## config.mk

```make
export PLATFORM = sky130hd
export DESIGN_NAME = quadrature_decoder
export DESIGN_NICKNAME = d
export VERILOG_FILES = /design/src/inc/quadrature_decoder_pkg.sv /design/src/input_sync.sv /design/src/sticky_flag.sv /design/src/quadrature_decoder.sv
export SDC_FILE = /design/constraint.sdc
export NUM_CORES = 1
export LEC_CHECK = 0
export ABC_CLOCK_PERIOD_IN_PS = 3700
export BUFFER_PORTS_ARGS = -buffer_cell sky130_fd_sc_hd__buf_2
export CAP_MARGIN = 20
export CORE_ASPECT_RATIO = 0.9
export CORE_MARGIN = 2
export CORE_UTILIZATION = 42
export CTS_CLUSTER_SIZE = 25
export DETAILED_ROUTE_END_ITERATION = 16
export SLEW_MARGIN = 5
export SYNTH_ARGS = -nofsm -noshare
export SYNTH_HDL_FRONTEND = slang
export SYNTH_HIERARCHICAL = 1
export SYNTH_SLANG_ARGS = --single-unit
```

## constraint.sdc

```tcl
create_clock -name sys_clk_in -period 3.7 [get_ports sys_clk_in]
set_input_delay 1.11 -clock sys_clk_in [delete_from_list [all_inputs] [get_ports sys_clk_in]]
set_output_delay 1.11 -clock sys_clk_in [all_outputs]
set_load 0.02 [all_outputs]
```

## src/inc/quadrature_decoder_pkg.sv

```systemverilog
// Package with register map, field positions and reset values of the quadrature decoder
`default_nettype none
package quadrature_decoder_pkg;
   // Register offsets (byte addresses)
   localparam logic [7:0] CTRL_OFS = 8'h00;
   localparam logic [7:0] STAT_OFS = 8'h04;
   localparam logic [7:0] POS_OFS = 8'h08;
   localparam logic [7:0] MAXPOS_OFS = 8'h0C;
   localparam logic [7:0] LOAD_OFS = 8'h10;
   localparam logic [7:0] TIME_OFS = 8'h14;
   localparam logic [7:0] COUNT_OFS = 8'h18;
   localparam logic [7:0] SPEED_OFS = 8'h1C;
   localparam logic [7:0] INTEN_OFS = 8'h20;
   localparam logic [7:0] RIS_OFS = 8'h24;
   localparam logic [7:0] ISC_OFS = 8'h28;
   localparam logic [7:0] PREDIV_OFS = 8'h2C;
   // Control register fields
   localparam int CTRL_EN = 0;
   localparam int CTRL_SWAP = 1;
   localparam int CTRL_SIGMODE = 2;
   localparam int CTRL_CAPMODE = 3;
   localparam int CTRL_RESMODE = 4;
   localparam int CTRL_VELEN = 5;
   localparam int CTRL_W = 6;
   // Status fields
   localparam int STAT_ERR = 0;
   localparam int STAT_DIR = 1;
   // Interrupt bit positions
   localparam int INT_INDEX = 0;
   localparam int INT_TIMER = 1;
   localparam int INT_DIR = 2;
   localparam int INT_ERROR = 3;
   localparam int INT_W = 4;
   // Reset values and common constants
   localparam logic [31:0] MAXPOS_RST = 32'hFFFF_FFFF;
   localparam logic [31:0] LOAD_RST = 32'h0000_FFFF;
   localparam logic [31:0] ZERO32 = 32'h0000_0000;
   localparam logic [31:0] ONE32 = 32'h0000_0001;
endpackage
`default_nettype wire

```

## src/input_sync.sv

```systemverilog
// Three-stage synchroniser with agreement filter for one pin
`default_nettype none
module input_sync
(
   // Clock and reset
   input wire logic sys_clk_in,
   input wire logic reset_n_in,
   // Pin and filtered level
   input wire logic pin_in,
   output logic level_out
);
   logic s1_q, s2_q, s3_q, lvl_q, lvl_d;

   // New level only once stages two and three agree
   always_comb
   begin
      lvl_d = lvl_q;
      if (s2_q == s3_q)
      begin
         lvl_d = s3_q;
      end
   end

   // Register chain
   always_ff @(posedge sys_clk_in)
   begin
      if (!reset_n_in)
      begin
         s1_q <= 1'b0;
         s2_q <= 1'b0;
         s3_q <= 1'b0;
         lvl_q <= 1'b0;
      end
      else
      begin
         s1_q <= pin_in;
         s2_q <= s1_q;
         s3_q <= s2_q;
         lvl_q <= lvl_d;
      end
   end

   assign level_out = lvl_q;
endmodule
`default_nettype wire

```

## src/sticky_flag.sv

```systemverilog
// Sticky status bit with write-one-to-clear, set wins over clear
`default_nettype none
module sticky_flag
(
   // Clock and reset
   input wire logic sys_clk_in,
   input wire logic reset_n_in,
   // Event and clear
   input wire logic set_in,
   input wire logic clear_in,
   output logic flag_out
);
   logic flag_q, flag_d;

   // Set has priority over a clear in the same cycle
   always_comb
   begin
      flag_d = flag_q;
      if (clear_in)
      begin
         flag_d = 1'b0;
      end
      if (set_in)
      begin
         flag_d = 1'b1;
      end
   end

   // Flag register
   always_ff @(posedge sys_clk_in)
   begin
      if (!reset_n_in)
      begin
         flag_q <= 1'b0;
      end
      else
      begin
         flag_q <= flag_d;
      end
   end

   assign flag_out = flag_q;
endmodule
`default_nettype wire

```

## src/quadrature_decoder.sv

```systemverilog
// Quadrature decoder: position, velocity, direction and interrupts
//
// Our own choices: the strobed register port and the register addresses.
`default_nettype none
module quadrature_decoder
(
   // Clock and reset
   input wire logic sys_clk_in,
   input wire logic reset_n_in,
   // Encoder pins
   input wire logic cha_in,
   input wire logic chb_in,
   input wire logic index_in,
   // Register port
   input wire logic [7:0] addr_in,
   input wire logic [31:0] wdata_in,
   input wire logic wr_in,
   input wire logic rd_in,
   output logic [31:0] rdata_out,
   // Interrupt
   output logic irq_out
);
   import quadrature_decoder_pkg::*;

   // ****************************************
   // Input synchronisers
   // ****************************************
   logic a_pin, b_pin, idx_pin;
   input_sync u_sync_a (.sys_clk_in(sys_clk_in), .reset_n_in(reset_n_in), .pin_in(cha_in), .level_out(a_pin));
   input_sync u_sync_b (.sys_clk_in(sys_clk_in), .reset_n_in(reset_n_in), .pin_in(chb_in), .level_out(b_pin));
   input_sync u_sync_i (.sys_clk_in(sys_clk_in), .reset_n_in(reset_n_in), .pin_in(index_in),
      .level_out(idx_pin));

   // ****************************************
   // Register state
   // ****************************************
   logic [CTRL_W-1:0] ctrl_q, ctrl_d;
   logic [31:0] maxpos_q, maxpos_d;
   logic [31:0] load_q, load_d;
   logic [31:0] prediv_q, prediv_d;
   logic [INT_W-1:0] inten_q, inten_d;
   logic [31:0] rdata_q, rdata_d;

   // ****************************************
   // Decoder state
   // ****************************************
   logic a_prev_q, a_prev_d, b_prev_q, b_prev_d, idx_prev_q, idx_prev_d;
   logic dir_q, dir_d, err_q, err_d;
   logic [31:0] pos_q, pos_d;
   logic [31:0] timer_q, timer_d, pre_q, pre_d;
   logic [31:0] count_q, count_d, speed_q, speed_d;

   // Event strobes
   logic ev_index, ev_timer, ev_dir, ev_error;
   logic [INT_W-1:0] ev_vec, ris, clr_vec;

   // Decode helpers
   logic en, ca, cb, pa, pb, a_chg, b_chg, step, step_dir, idx_rise;

   // Swap channels and detect edges
   always_comb
   begin
      en = ctrl_q[CTRL_EN];
      ca = ctrl_q[CTRL_SWAP] ? b_pin : a_pin;
      cb = ctrl_q[CTRL_SWAP] ? a_pin : b_pin;
      // History holds raw pins, so flipping the swap bit makes no false edge
      pa = ctrl_q[CTRL_SWAP] ? b_prev_q : a_prev_q;
      pb = ctrl_q[CTRL_SWAP] ? a_prev_q : b_prev_q;
      a_chg = ca ^ pa;
      b_chg = cb ^ pb;
      idx_rise = idx_pin & ~idx_prev_q;
      step = 1'b0;
      step_dir = dir_q;
      if (ctrl_q[CTRL_SIGMODE])
      begin
         // Clock plus direction: cha steps, chb gives direction
         step = ca & ~pa;
         step_dir = ~cb;
      end
      else if (a_chg ^ b_chg)
      begin
         // Forward when b leads a: a edge to match b
         if (a_chg)
         begin
            step_dir = (ca ^ cb) ? 1'b0 : 1'b1;
            step = 1'b1;
         end
         else
         begin
            step_dir = (ca ^ cb) ? 1'b1 : 1'b0;
            step = ctrl_q[CTRL_CAPMODE];
         end
      end
      step = step & en;
   end

   // Position, direction and error tracking
   always_comb
   begin
      a_prev_d = a_pin;
      b_prev_d = b_pin;
      idx_prev_d = idx_pin;
      pos_d = pos_q;
      dir_d = dir_q;
      err_d = err_q;
      ev_dir = 1'b0;
      ev_error = 1'b0;
      ev_index = 1'b0;
      // Software clear first, so a fault in the same cycle still sets the flag
      if (wr_in && addr_in == STAT_OFS && wdata_in[STAT_ERR])
      begin
         err_d = 1'b0;
      end
      // In quadrature mode both channels moving in one sample is a fault and never counts
      if (en && !ctrl_q[CTRL_SIGMODE] && a_chg && b_chg)
      begin
         err_d = 1'b1;
         ev_error = 1'b1;
      end
      if (step)
      begin
         dir_d = step_dir;
         ev_dir = (step_dir != dir_q);
         if (step_dir)
         begin
            pos_d = (pos_q >= maxpos_q) ? ZERO32 : pos_q + ONE32;
         end
         else
         begin
            pos_d = (pos_q == ZERO32) ? maxpos_q : pos_q - ONE32;
         end
      end
      // Index reload follows the direction of this cycle
      if (en && idx_rise)
      begin
         ev_index = 1'b1;
         if (ctrl_q[CTRL_RESMODE])
         begin
            pos_d = dir_d ? ZERO32 : maxpos_q;
         end
      end
      // A software write to the position wins over counting
      if (wr_in && addr_in == POS_OFS)
      begin
         pos_d = wdata_in;
      end
   end

   // Velocity timer and pulse accumulation
   always_comb
   begin
      timer_d = timer_q;
      pre_d = pre_q;
      count_d = count_q;
      speed_d = speed_q;
      ev_timer = 1'b0;
      if (en && ctrl_q[CTRL_VELEN])
      begin
         if (step)
         begin
            count_d = count_q + ONE32;
         end
         // Prescaler ticks once every prediv plus one cycles
         if (pre_q >= prediv_q)
         begin
            pre_d = ZERO32;
            if (timer_q == ZERO32)
            begin
               timer_d = load_q;
               speed_d = count_d;
               count_d = ZERO32;
               ev_timer = 1'b1;
            end
            else
            begin
               timer_d = timer_q - ONE32;
            end
         end
         else
         begin
            pre_d = pre_q + ONE32;
         end
      end
      else
      begin
         // Stopped: hold the reload value so a new period starts clean
         timer_d = load_q;
         pre_d = ZERO32;
      end
   end

   // Position, direction and error registers
   always_ff @(posedge sys_clk_in)
   begin
      if (!reset_n_in)
      begin
         a_prev_q <= 1'b0;
         b_prev_q <= 1'b0;
         idx_prev_q <= 1'b0;
         dir_q <= 1'b1;
         err_q <= 1'b0;
         pos_q <= ZERO32;
      end
      else
      begin
         a_prev_q <= a_prev_d;
         b_prev_q <= b_prev_d;
         idx_prev_q <= idx_prev_d;
         dir_q <= dir_d;
         err_q <= err_d;
         pos_q <= pos_d;
      end
   end

   // Velocity registers
   always_ff @(posedge sys_clk_in)
   begin
      if (!reset_n_in)
      begin
         timer_q <= ZERO32;
         pre_q <= ZERO32;
         count_q <= ZERO32;
         speed_q <= ZERO32;
      end
      else
      begin
         timer_q <= timer_d;
         pre_q <= pre_d;
         count_q <= count_d;
         speed_q <= speed_d;
      end
   end

   // ****************************************
   // Interrupt status
   // ****************************************
   assign ev_vec = {ev_error, ev_dir, ev_timer, ev_index};
   assign clr_vec = (wr_in && addr_in == ISC_OFS) ? wdata_in[INT_W-1:0] : '0;

   // One sticky bit per source
   genvar gi;
   generate
      for (gi = 0; gi < INT_W; gi++)
      begin : g_flag
         sticky_flag u_flag
         (
            .sys_clk_in(sys_clk_in),
            .reset_n_in(reset_n_in),
            .set_in(ev_vec[gi]),
            .clear_in(clr_vec[gi]),
            .flag_out(ris[gi])
         );
      end
   endgenerate

   // Masked sources drive the interrupt
   assign irq_out = |(ris & inten_q);

   // ****************************************
   // Register writes and reads
   // ****************************************
   always_comb
   begin
      ctrl_d = ctrl_q;
      maxpos_d = maxpos_q;
      load_d = load_q;
      prediv_d = prediv_q;
      inten_d = inten_q;
      rdata_d = ZERO32;
      if (wr_in)
      begin
         case (addr_in)
            CTRL_OFS: ctrl_d = wdata_in[CTRL_W-1:0];
            MAXPOS_OFS: maxpos_d = wdata_in;
            LOAD_OFS: load_d = wdata_in;
            PREDIV_OFS: prediv_d = wdata_in;
            INTEN_OFS: inten_d = wdata_in[INT_W-1:0];
            default: ;
         endcase
      end
      if (rd_in)
      begin
         case (addr_in)
            CTRL_OFS: rdata_d = {26'h000_0000, ctrl_q};
            STAT_OFS: rdata_d = {30'h0000_0000, dir_q, err_q};
            POS_OFS: rdata_d = pos_q;
            MAXPOS_OFS: rdata_d = maxpos_q;
            LOAD_OFS: rdata_d = load_q;
            TIME_OFS: rdata_d = timer_q;
            COUNT_OFS: rdata_d = count_q;
            SPEED_OFS: rdata_d = speed_q;
            INTEN_OFS: rdata_d = {28'h000_0000, inten_q};
            RIS_OFS: rdata_d = {28'h000_0000, ris};
            ISC_OFS: rdata_d = {28'h000_0000, ris & inten_q};
            PREDIV_OFS: rdata_d = prediv_q;
            default: rdata_d = ZERO32;
         endcase
      end
   end

   // Register file flops
   always_ff @(posedge sys_clk_in)
   begin
      if (!reset_n_in)
      begin
         ctrl_q <= '0;
         maxpos_q <= MAXPOS_RST;
         load_q <= LOAD_RST;
         prediv_q <= ZERO32;
         inten_q <= '0;
         rdata_q <= ZERO32;
      end
      else
      begin
         ctrl_q <= ctrl_d;
         maxpos_q <= maxpos_d;
         load_q <= load_d;
         prediv_q <= prediv_d;
         inten_q <= inten_d;
         rdata_q <= rdata_d;
      end
   end

   assign rdata_out = rdata_q;
endmodule
`default_nettype wire

```

# After elaboration in Yosys (flattened, before gate mapping)

Index checks and enable logic that the tools add are counted.

Word-level logic and storage cells: 140
Memories kept: 0
Register bits after elaboration: 319
Input port bits: 47
Bits in writable memories: 0
Bits in latches: 0
Output and inout bits: 33
ROM bits: 0

Reduce and logical (&&, ||, !) cells: 27
Shifts and indexed selects: 0
Multiplexer cells: 45
Eq/ne operators: 16
Multiply operators: 0
Divide/modulo/power cells: 0
Add/sub/neg operators: 5
Magnitude comparators: 2
Bitwise gates (word level): 13

Operator list:

| operator                                                              | count |
|---|---|
| 32-bit two-way mux                                                    | 14 |
| 32-bit one-hot mux with 12 select lines                               | 1 |
| 32-bit by 1-bit adder with 32-bit output, second input constant       | 3 |
| 32-bit greater-or-equal comparator                                    | 2 |
| 32-bit logical NOT                                                    | 2 |
| 32-bit by 1-bit subtractor with 32-bit output, second input constant  | 2 |
| 8-bit by 5-bit equality test with 1-bit output, second input constant | 4 |
| 8-bit by 6-bit equality test with 1-bit output, second input constant | 4 |
| 1-bit two-way mux                                                     | 29 |
| 8-bit by 4-bit equality test with 1-bit output, second input constant | 2 |
| 2-bit AND reduction                                                   | 6 |
| 2-bit nonzero test                                                    | 5 |
| 1-bit logical AND                                                     | 9 |
| 8-bit by 3-bit equality test with 1-bit output, second input constant | 1 |
| 8-bit logical NOT                                                     | 1 |
| 1-bit NOT                                                             | 5 |
| 4-bit bitwise AND                                                     | 1 |
| 4-bit two-way mux                                                     | 1 |
| 4-bit OR reduction                                                    | 1 |
| 1-bit XOR                                                             | 4 |
| 1-bit bitwise AND                                                     | 3 |
| 1-bit equality test                                                   | 3 |
| 3-bit AND reduction                                                   | 1 |
| 3-bit OR reduction                                                    | 1 |
| other kinds (3)                                                       | 3 |

# Logic depth before layout (Yosys ltp)

Gate-level depths: netlist of run 1.

Depth in word-level cells: 11
Gate-level depth with buffers: 14
Depth with buffers taken out: 11

# By module

Netlist of run 1, hierarchy kept.

Modules (own cells, without submodules):

| module             | area an instance (sq um) | cells an instance | seq. area each (sq um) | times used |
|---|---|---|---|---|
| quadrature_decoder | 17651.9                  | 2305              | 6065.8                 | 1 |
| input_sync         | 116.4                    | 10                | 80.1                   | 3 |
| sticky_flag        | 41.3                     | 3                 | 20.0                   | 4 |

# Least setup slack after synthesis of run 1

Ideal clock, no wire load.

Path kind: reg-to-reg
Start: reg ctrl_q[1]
End: reg pos_q[3]
Period minus slack after synthesis: 3.488 ns
Setup slack: 0.212 ns
Path buffers: 4
Arrival time: 3.414 ns
Data required time: 3.626 ns
Stages on the path, launching flop included: 15
Setup time: 0.074 ns
Cell sequence: dfxtp_1 buf_2 mux2_2 ha_1 nand2b_1 mux2_2 a211o_1 and3_1 clkbuf_1 or3_1 clkbuf_1 clkbuf_1 nor3_1 a31oi_1 a31oi_1

Word-level cells in the longest chain between the ends: 11
Elaborated cells on any way between the ends: 27
Classes of those cells: mux: 19; bitwise: 8

Ends and longest elaborated chain:

| what                                                    | line                                                 | source |
|---|---|---|
| start, declared                                         | quadrature_decoder.sv:37                             | `logic [CTRL_W-1:0] ctrl_q, ctrl_d;` |
| start signal, assigned                                  | quadrature_decoder.sv:315                            | `ctrl_q <= ctrl_d;` |
| 1-bit two-way mux (on tied branches)                    | --                                                   |  |
| 1-bit XOR (on tied branches)                            | --                                                   |  |
| 1-bit two-way mux (tied with other cells)               | quadrature_decoder.sv:90                             | `step_dir = (ca ^ cb) ? 1'b1 : 1'b0;` |
| 1-bit two-way mux (on tied branches)                    | quadrature_decoder.sv:83, quadrature_decoder.sv:80   |  |
| 1-bit two-way mux (on tied branches)                    | quadrature_decoder.sv:80, quadrature_decoder.sv:74   |  |
| 1-bit two-way mux or 1-bit bitwise AND (tied branches)  | quadrature_decoder.sv:74, quadrature_decoder.sv:94   |  |
| 32-bit two-way mux or 1-bit two-way mux (tied branches) | quadrature_decoder.sv:124, quadrature_decoder.sv:120 |  |
| 32-bit two-way mux (on tied branches)                   | quadrature_decoder.sv:120, quadrature_decoder.sv:139 |  |
| 32-bit two-way mux                                      | quadrature_decoder.sv:137                            | `if (ctrl_q[CTRL_RESMODE])` |
| 32-bit two-way mux *                                    | quadrature_decoder.sv:134                            | `if (en && idx_rise)` |
| 32-bit two-way mux *                                    | quadrature_decoder.sv:143                            | `if (wr_in && addr_in == POS_OFS)` |
| end signal, assigned                                    | quadrature_decoder.sv:211                            | `pos_q <= pos_d;` |
| end, declared                                           | quadrature_decoder.sv:49                             | `logic [31:0] pos_q, pos_d;` |

Mark *: on every way between the ends. The rest lies on a longest branch, timed or not.
A chain may end at the register's enable or synchronous reset.

# Worst setup path after layout of run 1

Start: reg ctrl_q[1]
End: reg pos_q[17]

Same word-level chain as after synthesis.

==> impl_metrics.ini, run 1 <==
[placement]
place_congestion = 0.9620
place_ws_ns = 0.09488
post-dp-hpwl_microns = 49950
io_buffers = 79

[hold_path]
min_path_type = register to register

[cts]
clock_sinks = 319
clk_pin_slew_ns = 0.06
cts_made_buffers = 38
cts_tree = built
clk_latency_ns = 0.57
clockBufferDepth = 3
cts_max_level = 2
postCtsHoldBufs = 0
root_buffer = clkbuf_16

[global_routing]
overflow = 0
grt_max_degree = 65
grt_pass1_vias = 17290
track_usage_pct = 30.15
grt_pass1_wl_microns = 104900
grt_antenna_before_repair = 1

[sta]
timing.final.crit_share_pct = 95.90
worst_clock_skew_ns = 0.01765
relSlewSlack_pct = 31.94
setup_ws_ns = 0.1516
final-setup-viol-count = 0
max_freq_ghz = 0.2818
worstMarginPinSlew_ns = 1.018
fin_crit_ns = 3.548
finalHoldViolations = 0
rsz0062_at_grt = yes
maxSlewViolCount = 0

[critical_path]
crit_required_ns = 4.18
end_kind = register
path_class = register to register
regToRegSetupSlack_ns = 0.15
arrival_ns = 4.02
worst-path-max-fanout = 22
start_kind = register

[die]
die_h_microns = 201.3
ios = 80
rows = 72
die_w_microns = 223.2
core_area_sq_mm = 0.04279
dieArea_sq_mm = 0.04493
start_util_pct = 42.45

[synth]
yosysTopAreaCell = dfxtp_1
netlist_area_sq_mm = 0.01817
yosysSeqAreaShare_pct = 35.15
synth_edf_count = 0
avgSynthCellArea_sq_um = 7.740
ys.flop_type = dfxtp_1
syn_nets = 2466
ys_warn_count = 6
ys_types = 77
ys_seq_elements = 319
yosys.area.top_type_share_pct = 35.15
syn_inst = 2347
async_reset_ff_share_pct = 0
ys_top_cells_by_area = dfxtp_1 (35%), nand2_1 (6.6%), ha_1 (5.0%)

[drt]
vias_per_cell = 6.225
wirelength_microns = 69130
postRouteAntennaNets = 0
wl_per_cell_microns = 23.24
num_vias = 18520
drcViolationCount = 0
drtIter0Drc = 2318
drt-pass1-iter-count = 6

[run]
drv_cap = 0

[power]
finalPower_mw = 8.043
p_leak_nw = 7.897
powerDensity_mw_per_mm2 = 385.0
peakVddDrop_uv = 288.3

[status]
status = finished clean

[cells_and_area]
final_common_cell = dfxtp_1
drive_gt1_share_pct = 12.66
final_cell_mix = dfxtp_1 (319), nand2_1 (317), nor2_1 (195)
fill_cells = 4209
syn_to_final_growth_pct = 14.98
fin_nets = 2510
## path summary, 6_finish.rpt
path                                    start       endpoint  depth (start not counted)
worst max-delay path                ctrl_q[1]      pos_q[17]                         13
worst min-delay path            u_sync_i/s1_q  u_sync_i/s2_q                          1
worst max register to register      ctrl_q[1]      pos_q[17]                         13
worst min register to register  u_sync_i/s1_q  u_sync_i/s2_q                          1
## sequential cells by signal, summed over array words and instances (netlist names), 4 cells and up
name	cells
inten_q	4
load_q	32
pre_q	32
speed_q	32
maxpos_q	32
rdata_out	32
count_q	32
pos_q	32
timer_q	32
ctrl_q	6
g_flag.u_flag/flag_out	4
prediv_q	32
## final cells by class
cell class,count,area [sq um],share of cell area [%]
repair buffers,193,1433,6.859
well taps,555,694.4,3.325
clock buffers,55,1125,5.385
diodes,2,5.005,0.02396
clock inverters,12,131.4,0.6290
multi-input cells,1754,10790,51.67
flip-flops and latches,319,6386,30.57
inverters,85,321.6,1.539
## cell usage after synthesis, drive strengths merged (55+ instances only)
master,count
clkbuf,165
nor3,64
ha,72
o21ai,100
dfxtp,319
inv,85
a22oi,67
nand2,317
a31oi,55
nand3,99
a21oi,174
nor2,202
## timing repair
action	4_1_cts	5_1_grt
buffers inserted	0	0
gates resized for setup	0	5
setup endpoints to repair	0	19
## per-stage QoR
stage	cells	hold WS [ns]	cell area [sq um]	util, %	TNS, ns
final	2975	0.4295	20890	48.81	0
after global routing	2974	0.4463	20890	48.81	-0.03020
after CTS	2973	0.4294	20860	48.74	0
after detailed placement	2906	0.4157	19600	45.80	0
after global placement	2906	0.4093	19600	45.80	0
after floorplan	2347	0.4057	18170	-	0
## cells by family (layout without fill, tap and decap cells)
group | Yosys count | count (layout) | share of synthesized area, %
buffers and inverters | 274 | 345 | 5.847
and+or+nand+nor | 907 | 907 | 23.71
DFF | 319 | 319 | 35.15
muxes | 18 | 18 | 1.006
AOI/OAI and AO/OA | 657 | 657 | 24.50
xor gates and xnor gates | 100 | 100 | 4.821
other | 0 | 2 | 0
adders and majority gates | 72 | 72 | 4.959
## metal layers
layer / vias to the layer above / track usage [%] / routed length, microns
li1: 8645 / - / -
met1: 8763 / 40.93 / 29740
met2: 942 / 47.05 / 30240
met3: 168 / 3.972 / 5586
met4: 0 / 15.08 / 3559
met5: - / 0 / 0
## power by group
group	internal (mW)	switching [mW]
clock	2.25	1.59
combinational	0.247	0.470
sequential	3.46	0.0272
total	5.96	2.08
## worst max-delay path, stage by stage, from the launching register on
cell and delay (ns):
dfxtp_1 0.32, buf_4 0.19, mux2i_1 0.23, ha_2 0.35, nand2b_1 0.19, mux2_2 0.28
a211o_1 0.31, and3_1 0.24, buf_4 0.21, or3_1 0.41, buf_6 0.20, o21ai_0 0.19
a221oi_1 0.10, o31ai_1 0.24
Note: power is estimated with default switching activity, not from simulation.
==> inputs of run 2 (changes only) <==
--- a/config.mk
+++ b/config.mk
@@ -13,6 +13,7 @@
 export CORE_UTILIZATION = 42
 export CTS_CLUSTER_SIZE = 25
 export DETAILED_ROUTE_END_ITERATION = 16
+export REMOVE_ABC_BUFFERS = 1
 export SLEW_MARGIN = 5
 export SYNTH_ARGS = -nofsm -noshare
 export SYNTH_HDL_FRONTEND = slang
==> impl_metrics.ini, run 2 (synthesis gave the netlist of run 1 again) <==
[critical_path]
critical_path.top_delay_family = simple AND/OR/NAND/NOR gates
r2r_cells = 11
cp_slowest_cell = or3_1
path_class = register to register
cp.buffers_inverters = 1
start_kind = register
arrival_ns = 3.96
end_kind = register
slowest_delay_ns = 0.47
r2r-end = pos_q[17]
cp_common_cell = mux2_2
crit_chain = mux2_2, ha_1, nand2b_1, mux2_2, a211o_1, and3_1, or3_1, buf_6, o21ai_0, a221oi_1, o31ai_1
crit_required_ns = 4.16
cp.depth = 11
regToRegSetupSlack_ns = 0.20
worst-path-max-fanout = 27
timing.rr.start = ctrl_q[1]

[cts]
post_cts_resized = 0
cts_max_level = 2
root_buffer = clkbuf_16
postCtsHoldBufs = 0
clockBufferDepth = 3
cts_setup_buffers = 0
clk_latency_ns = 0.56
clock_sinks = 319
cts_tree = built
clk_pin_slew_ns = 0.06
cts_made_buffers = 38

[run]
drv_cap = 0

[die]
dieArea_sq_mm = 0.04493
rows = 72
die_w_microns = 223.2
start_util_pct = 42.45
ios = 80
core_area_sq_mm = 0.04279
die_h_microns = 201.3

[sta]
fin_crit_ns = 3.500
relSlewSlack_pct = 42.91
finalHoldViolations = 0
timing.final.crit_share_pct = 94.60
final-setup-viol-count = 0
rsz0062_at_grt = yes
worstMarginPinSlew_ns = 0.8531
worst_clock_skew_ns = 0.01493
maxSlewViolCount = 0
max_freq_ghz = 0.2857

[power]
peakVddDrop_uv = 282.8
finalPower_mw = 8.137
p_leak_nw = 7.926
powerDensity_mw_per_mm2 = 389.1

[global_routing]
grt_pass1_wl_microns = 105300
grt_antenna_before_repair = 0
track_usage_pct = 30.20
grt_max_degree = 95
grt_pass1_vias = 17540
overflow = 0

[hold_path]
holdPathStages = 1
worstHoldEndpoint = u_sync_b/s2_q
min_path_type = register to register
hp-start = u_sync_b/s1_q

[cells_and_area]
final_common_cell = dfxtp_1
drive_gt1_share_pct = 12.75
final_cell_mix = dfxtp_1 (319), nand2_1 (316), nor2_1 (195)
antenna_cells = 0
stdcell_area_sq_mm = 0.02091
finalNonFillerCells = 2979
syn_to_final_growth_pct = 15.12
fin_nets = 2515

[drt]
drtIter0Drc = 2123
drcViolationCount = 0
wirelength_microns = 69100
postRouteAntennaNets = 0
num_vias = 18580
vias_per_cell = 6.237
wl_per_cell_microns = 23.19
drt-pass1-iter-count = 7

[status]
status = finished clean

[placement]
place_congestion = 0.9374
post_dp_cell_area_sq_mm = 0.01961
post-dp-hpwl_microns = 49860
io_buffers = 79
placed_cells = 2911
## run 2: metrics by stage
| step | utilization, % | TNS (ns) | setup slack, ns | hold slack (ns) |
|---|---|---|---|---|
| 3_3_place_gp | 45.82 | 0 | 0.3290 | 0.4124 |
| 2_1_floorplan | - | -75.33 | -0.8238 | 0.4057 |
| 3_5_place_dp | 45.82 | 0 | 0.2365 | 0.4164 |
| 6_report | 48.87 | 0 | 0.1996 | 0.4250 |
| 4_1_cts | 48.86 | 0 | 0.1593 | 0.4305 |
| 5_1_grt | 48.87 | -0.01700 | -0.01700 | 0.4438 |
## run 2: layer usage
layer	part of all wire, %	global-route usage [%]
met2	45	48.63
met4	5.2	14.84
met1	42	39.88
met5	0	0
met3	7.7	3.987
## run 2: cell type report
cell class	instances	area (sq um)
Tap cell	555	694.4
Timing Repair Buffer	198	1433
Clock buffer	55	1149
Multi-Input combinational cell	1754	10780
Inverter	85	321.6
Sequential cell	319	6386
Fill cell	4233	21880
Clock inverter	13	148.9
## run 2: worst max-delay path by stage
stage / from / endpoint / slack (ns)
after global placement: ctrl_q[1] / pos_q[9] / 0.33
after global routing: ctrl_q[1] / speed_q[26] / -0.02
after floorplan: ctrl_q[1] / pos_q[29] / -0.82
final: ctrl_q[1] / pos_q[17] / 0.20
after detailed placement: ctrl_q[1] / pos_q[7] / 0.24
after CTS: ctrl_q[1] / pos_q[17] / 0.16
## run 2: where the power goes
group | switching [mW] | internal, mW | total (mW) | leakage [nW]
Sequential | 0.0300 | 3.46 | 3.49 | 2.58
Combinational | 0.474 | 0.246 | 0.719 | 4.71
Clock | 1.56 | 2.37 | 3.93 | 0.638
==> inputs of run 3 (changes only) <==
--- a/config.mk
+++ b/config.mk
@@ -5,7 +5,7 @@
 export SDC_FILE = /design/constraint.sdc
 export NUM_CORES = 1
 export LEC_CHECK = 0
-export ABC_CLOCK_PERIOD_IN_PS = 3700
+export ABC_CLOCK_PERIOD_IN_PS = 2800
 export BUFFER_PORTS_ARGS = -buffer_cell sky130_fd_sc_hd__buf_2
 export CAP_MARGIN = 20
 export CORE_ASPECT_RATIO = 0.9
==> constraint.sdc (replaced) <==
create_clock -name sys_clk_in -period 2.8 [get_ports sys_clk_in]
set_input_delay 0.84 -clock sys_clk_in [delete_from_list [all_inputs] [get_ports sys_clk_in]]
set_output_delay 0.84 -clock sys_clk_in [all_outputs]
set_load 0.02 [all_outputs]
==> impl_metrics.ini, run 3 (synthesis gave the netlist of run 1 again) <==
[status]
status = complete, but fails checks
violations = negative setup slack

[power]
clockPowerShare_pct = 44.9
switching_power_mw = 2.812
seq_power_share_pct = 44.1
powerDensity_mw_per_mm2 = 432.5
peakVddDrop_uv = 436.4
pwr-share-comb_pct = 11.0
p_leak_nw = 9.590
internal_power_mw = 7.632
switching_share_pct = 26.92

[critical_path]
crit_required_ns = 3.24
path_class = register to register
r2r-end = pos_q[30]
worst-path-max-fanout = 6
timing.rr.start = ctrl_q[1]
r2r_cells = 13
arrival_ns = 3.53
regToRegSetupSlack_ns = -0.30
start_kind = register
end_kind = register

[cts]
clockBufferDepth = 3
clk_latency_ns = 0.57
clk_pin_slew_ns = 0.06
cts_max_level = 2
cts_made_buffers = 38
cts_tree = built
clock_sinks = 319
root_buffer = clkbuf_16

[cells_and_area]
fill_cells = 3918
finalNonFillerCells = 3220
antenna_cells = 0
drive_gt1_share_pct = 26.53
fin_nets = 2758
syn_to_final_growth_pct = 32.92
final_cell_mix = dfxtp_1 (310), nand2_1 (306), buf_4 (293)
final_common_cell = dfxtp_1
final_core_util_pct = 56.43
seqCellArea_sq_mm = 0.006397
multiInputGateArea_sq_mm = 0.01175

[placement]
placed_cells = 3116
post-dp-hpwl_microns = 54880
io_buffers = 79
place_congestion = 0.9625

[sta]
worst_clock_skew_ns = 0.02560
relSlewSlack_pct = 41.70
worstMarginPinSlew_ns = 0.8713
final-setup-viol-count = 82
fin_crit_ns = 3.096
setup_ws_ns = -0.2957
finalHoldViolations = 0
timing.final.crit_share_pct = 110.6
max_freq_ghz = 0.3230
rsz0062_at_grt = yes
maxSlewViolCount = 0

[global_routing]
grt_antenna_before_repair = 0
overflow = 0
grt_pass1_wl_microns = 112900
grt_max_degree = 65
grt_pass1_vias = 18740
track_usage_pct = 32.72

[drt]
wl_met1_microns = 31720
wirelength_microns = 77410
drcViolationCount = 0
drtIter0Drc = 2191
num_vias = 19980
postRouteAntennaNets = 0
wl_met2_microns = 35320
vias_per_cell = 6.203
drt-pass1-iter-count = 6
wl_per_cell_microns = 24.04
met3_length_microns = 6447
top_layer = met4

[hold_path]
min_path_type = register to register
holdPathStages = 1
hp-start = u_sync_a/s1_q
worstHoldEndpoint = u_sync_a/s2_q

[die]
core_area_sq_mm = 0.04279
start_util_pct = 42.45
die_h_microns = 201.3
die_w_microns = 223.2
dieArea_sq_mm = 0.04493
ios = 80
rows = 72

[run]
drv_cap = 0
## run 3: through the flow
stage	power (mW)	hold slack (ns)	TNS [ns]	instance area [sq um]	setup slack (ns)
floorplan	5.219	0.4057	-265.01	17420	-1.724
global placement	5.773	0.4150	-19.94	21370	-0.4259
detailed placement	5.779	0.4170	-27.40	21370	-0.4649
CTS	10.46	0.4397	-7.461	23090	-0.2083
global route	10.74	0.4504	-19.66	24150	-0.3593
finish	10.44	0.4347	-12.50	24150	-0.2957
## run 3: worst max-delay path, cell delays in order (launching register included)
cell and delay [ns]:
dfxtp_2 0.35, mux2_4 0.33, ha_4 0.30, nand2b_4 0.13, buf_6 0.10, o31ai_4 0.06
o41ai_4 0.60, buf_6 0.19, buf_12 0.12, nor4_4 0.06, buf_6 0.16, buf_12 0.13
a221o_1 0.28, nor3b_2 0.15
## run 3: area by class of cell
cell class              count  area share [%]
clock buffers              49           4.275
clock inverters            17          0.4456
inverters                  85           1.363
multi-input cells        1754           48.65
flip-flops and latches    319           26.49
well taps                 555           2.876
repair buffers            440           15.87
repair inverters            1         0.02591
## run 3: worst max-delay path by stage
stage,from,to,depth (start not counted)
after floorplan,ctrl_q[1],pos_q[29],9
after global placement,ctrl_q[1],pos_q[25],12
after detailed placement,ctrl_q[1],pos_q[25],12
after CTS,ctrl_q[1],pos_q[27],13
after global routing,ctrl_q[1],pos_q[25],13
final,ctrl_q[1],pos_q[30],13
## run 3: power by group through the flow
stage | Clock, mW | Combinational [mW] | Sequential (mW)
floorplan | 0 | 0.509 | 4.71
global placement | 0 | 1.07 | 4.70
detailed placement | 0 | 1.08 | 4.70
CTS | 4.75 | 1.10 | 4.60
global route | 4.92 | 1.22 | 4.60
finish | 4.69 | 1.15 | 4.60
## run 3: what timing repair did
item | 4_1_cts | 5_1_grt
hold buffers | 0 | 0
buffers inserted | 12 | 17
resized for setup | 91 | 169
endpoints found under the setup margin | 146 | 151
cloned | 5 | 9
pin swaps | 34 | 81
## run 3: metal layers
metal	vias to the layer above	global-route usage, %
met3	209	5.710
met5	-	0
met4	0	16.63
met1	9598	41.97
li1	9145	-
met2	1023	52.89
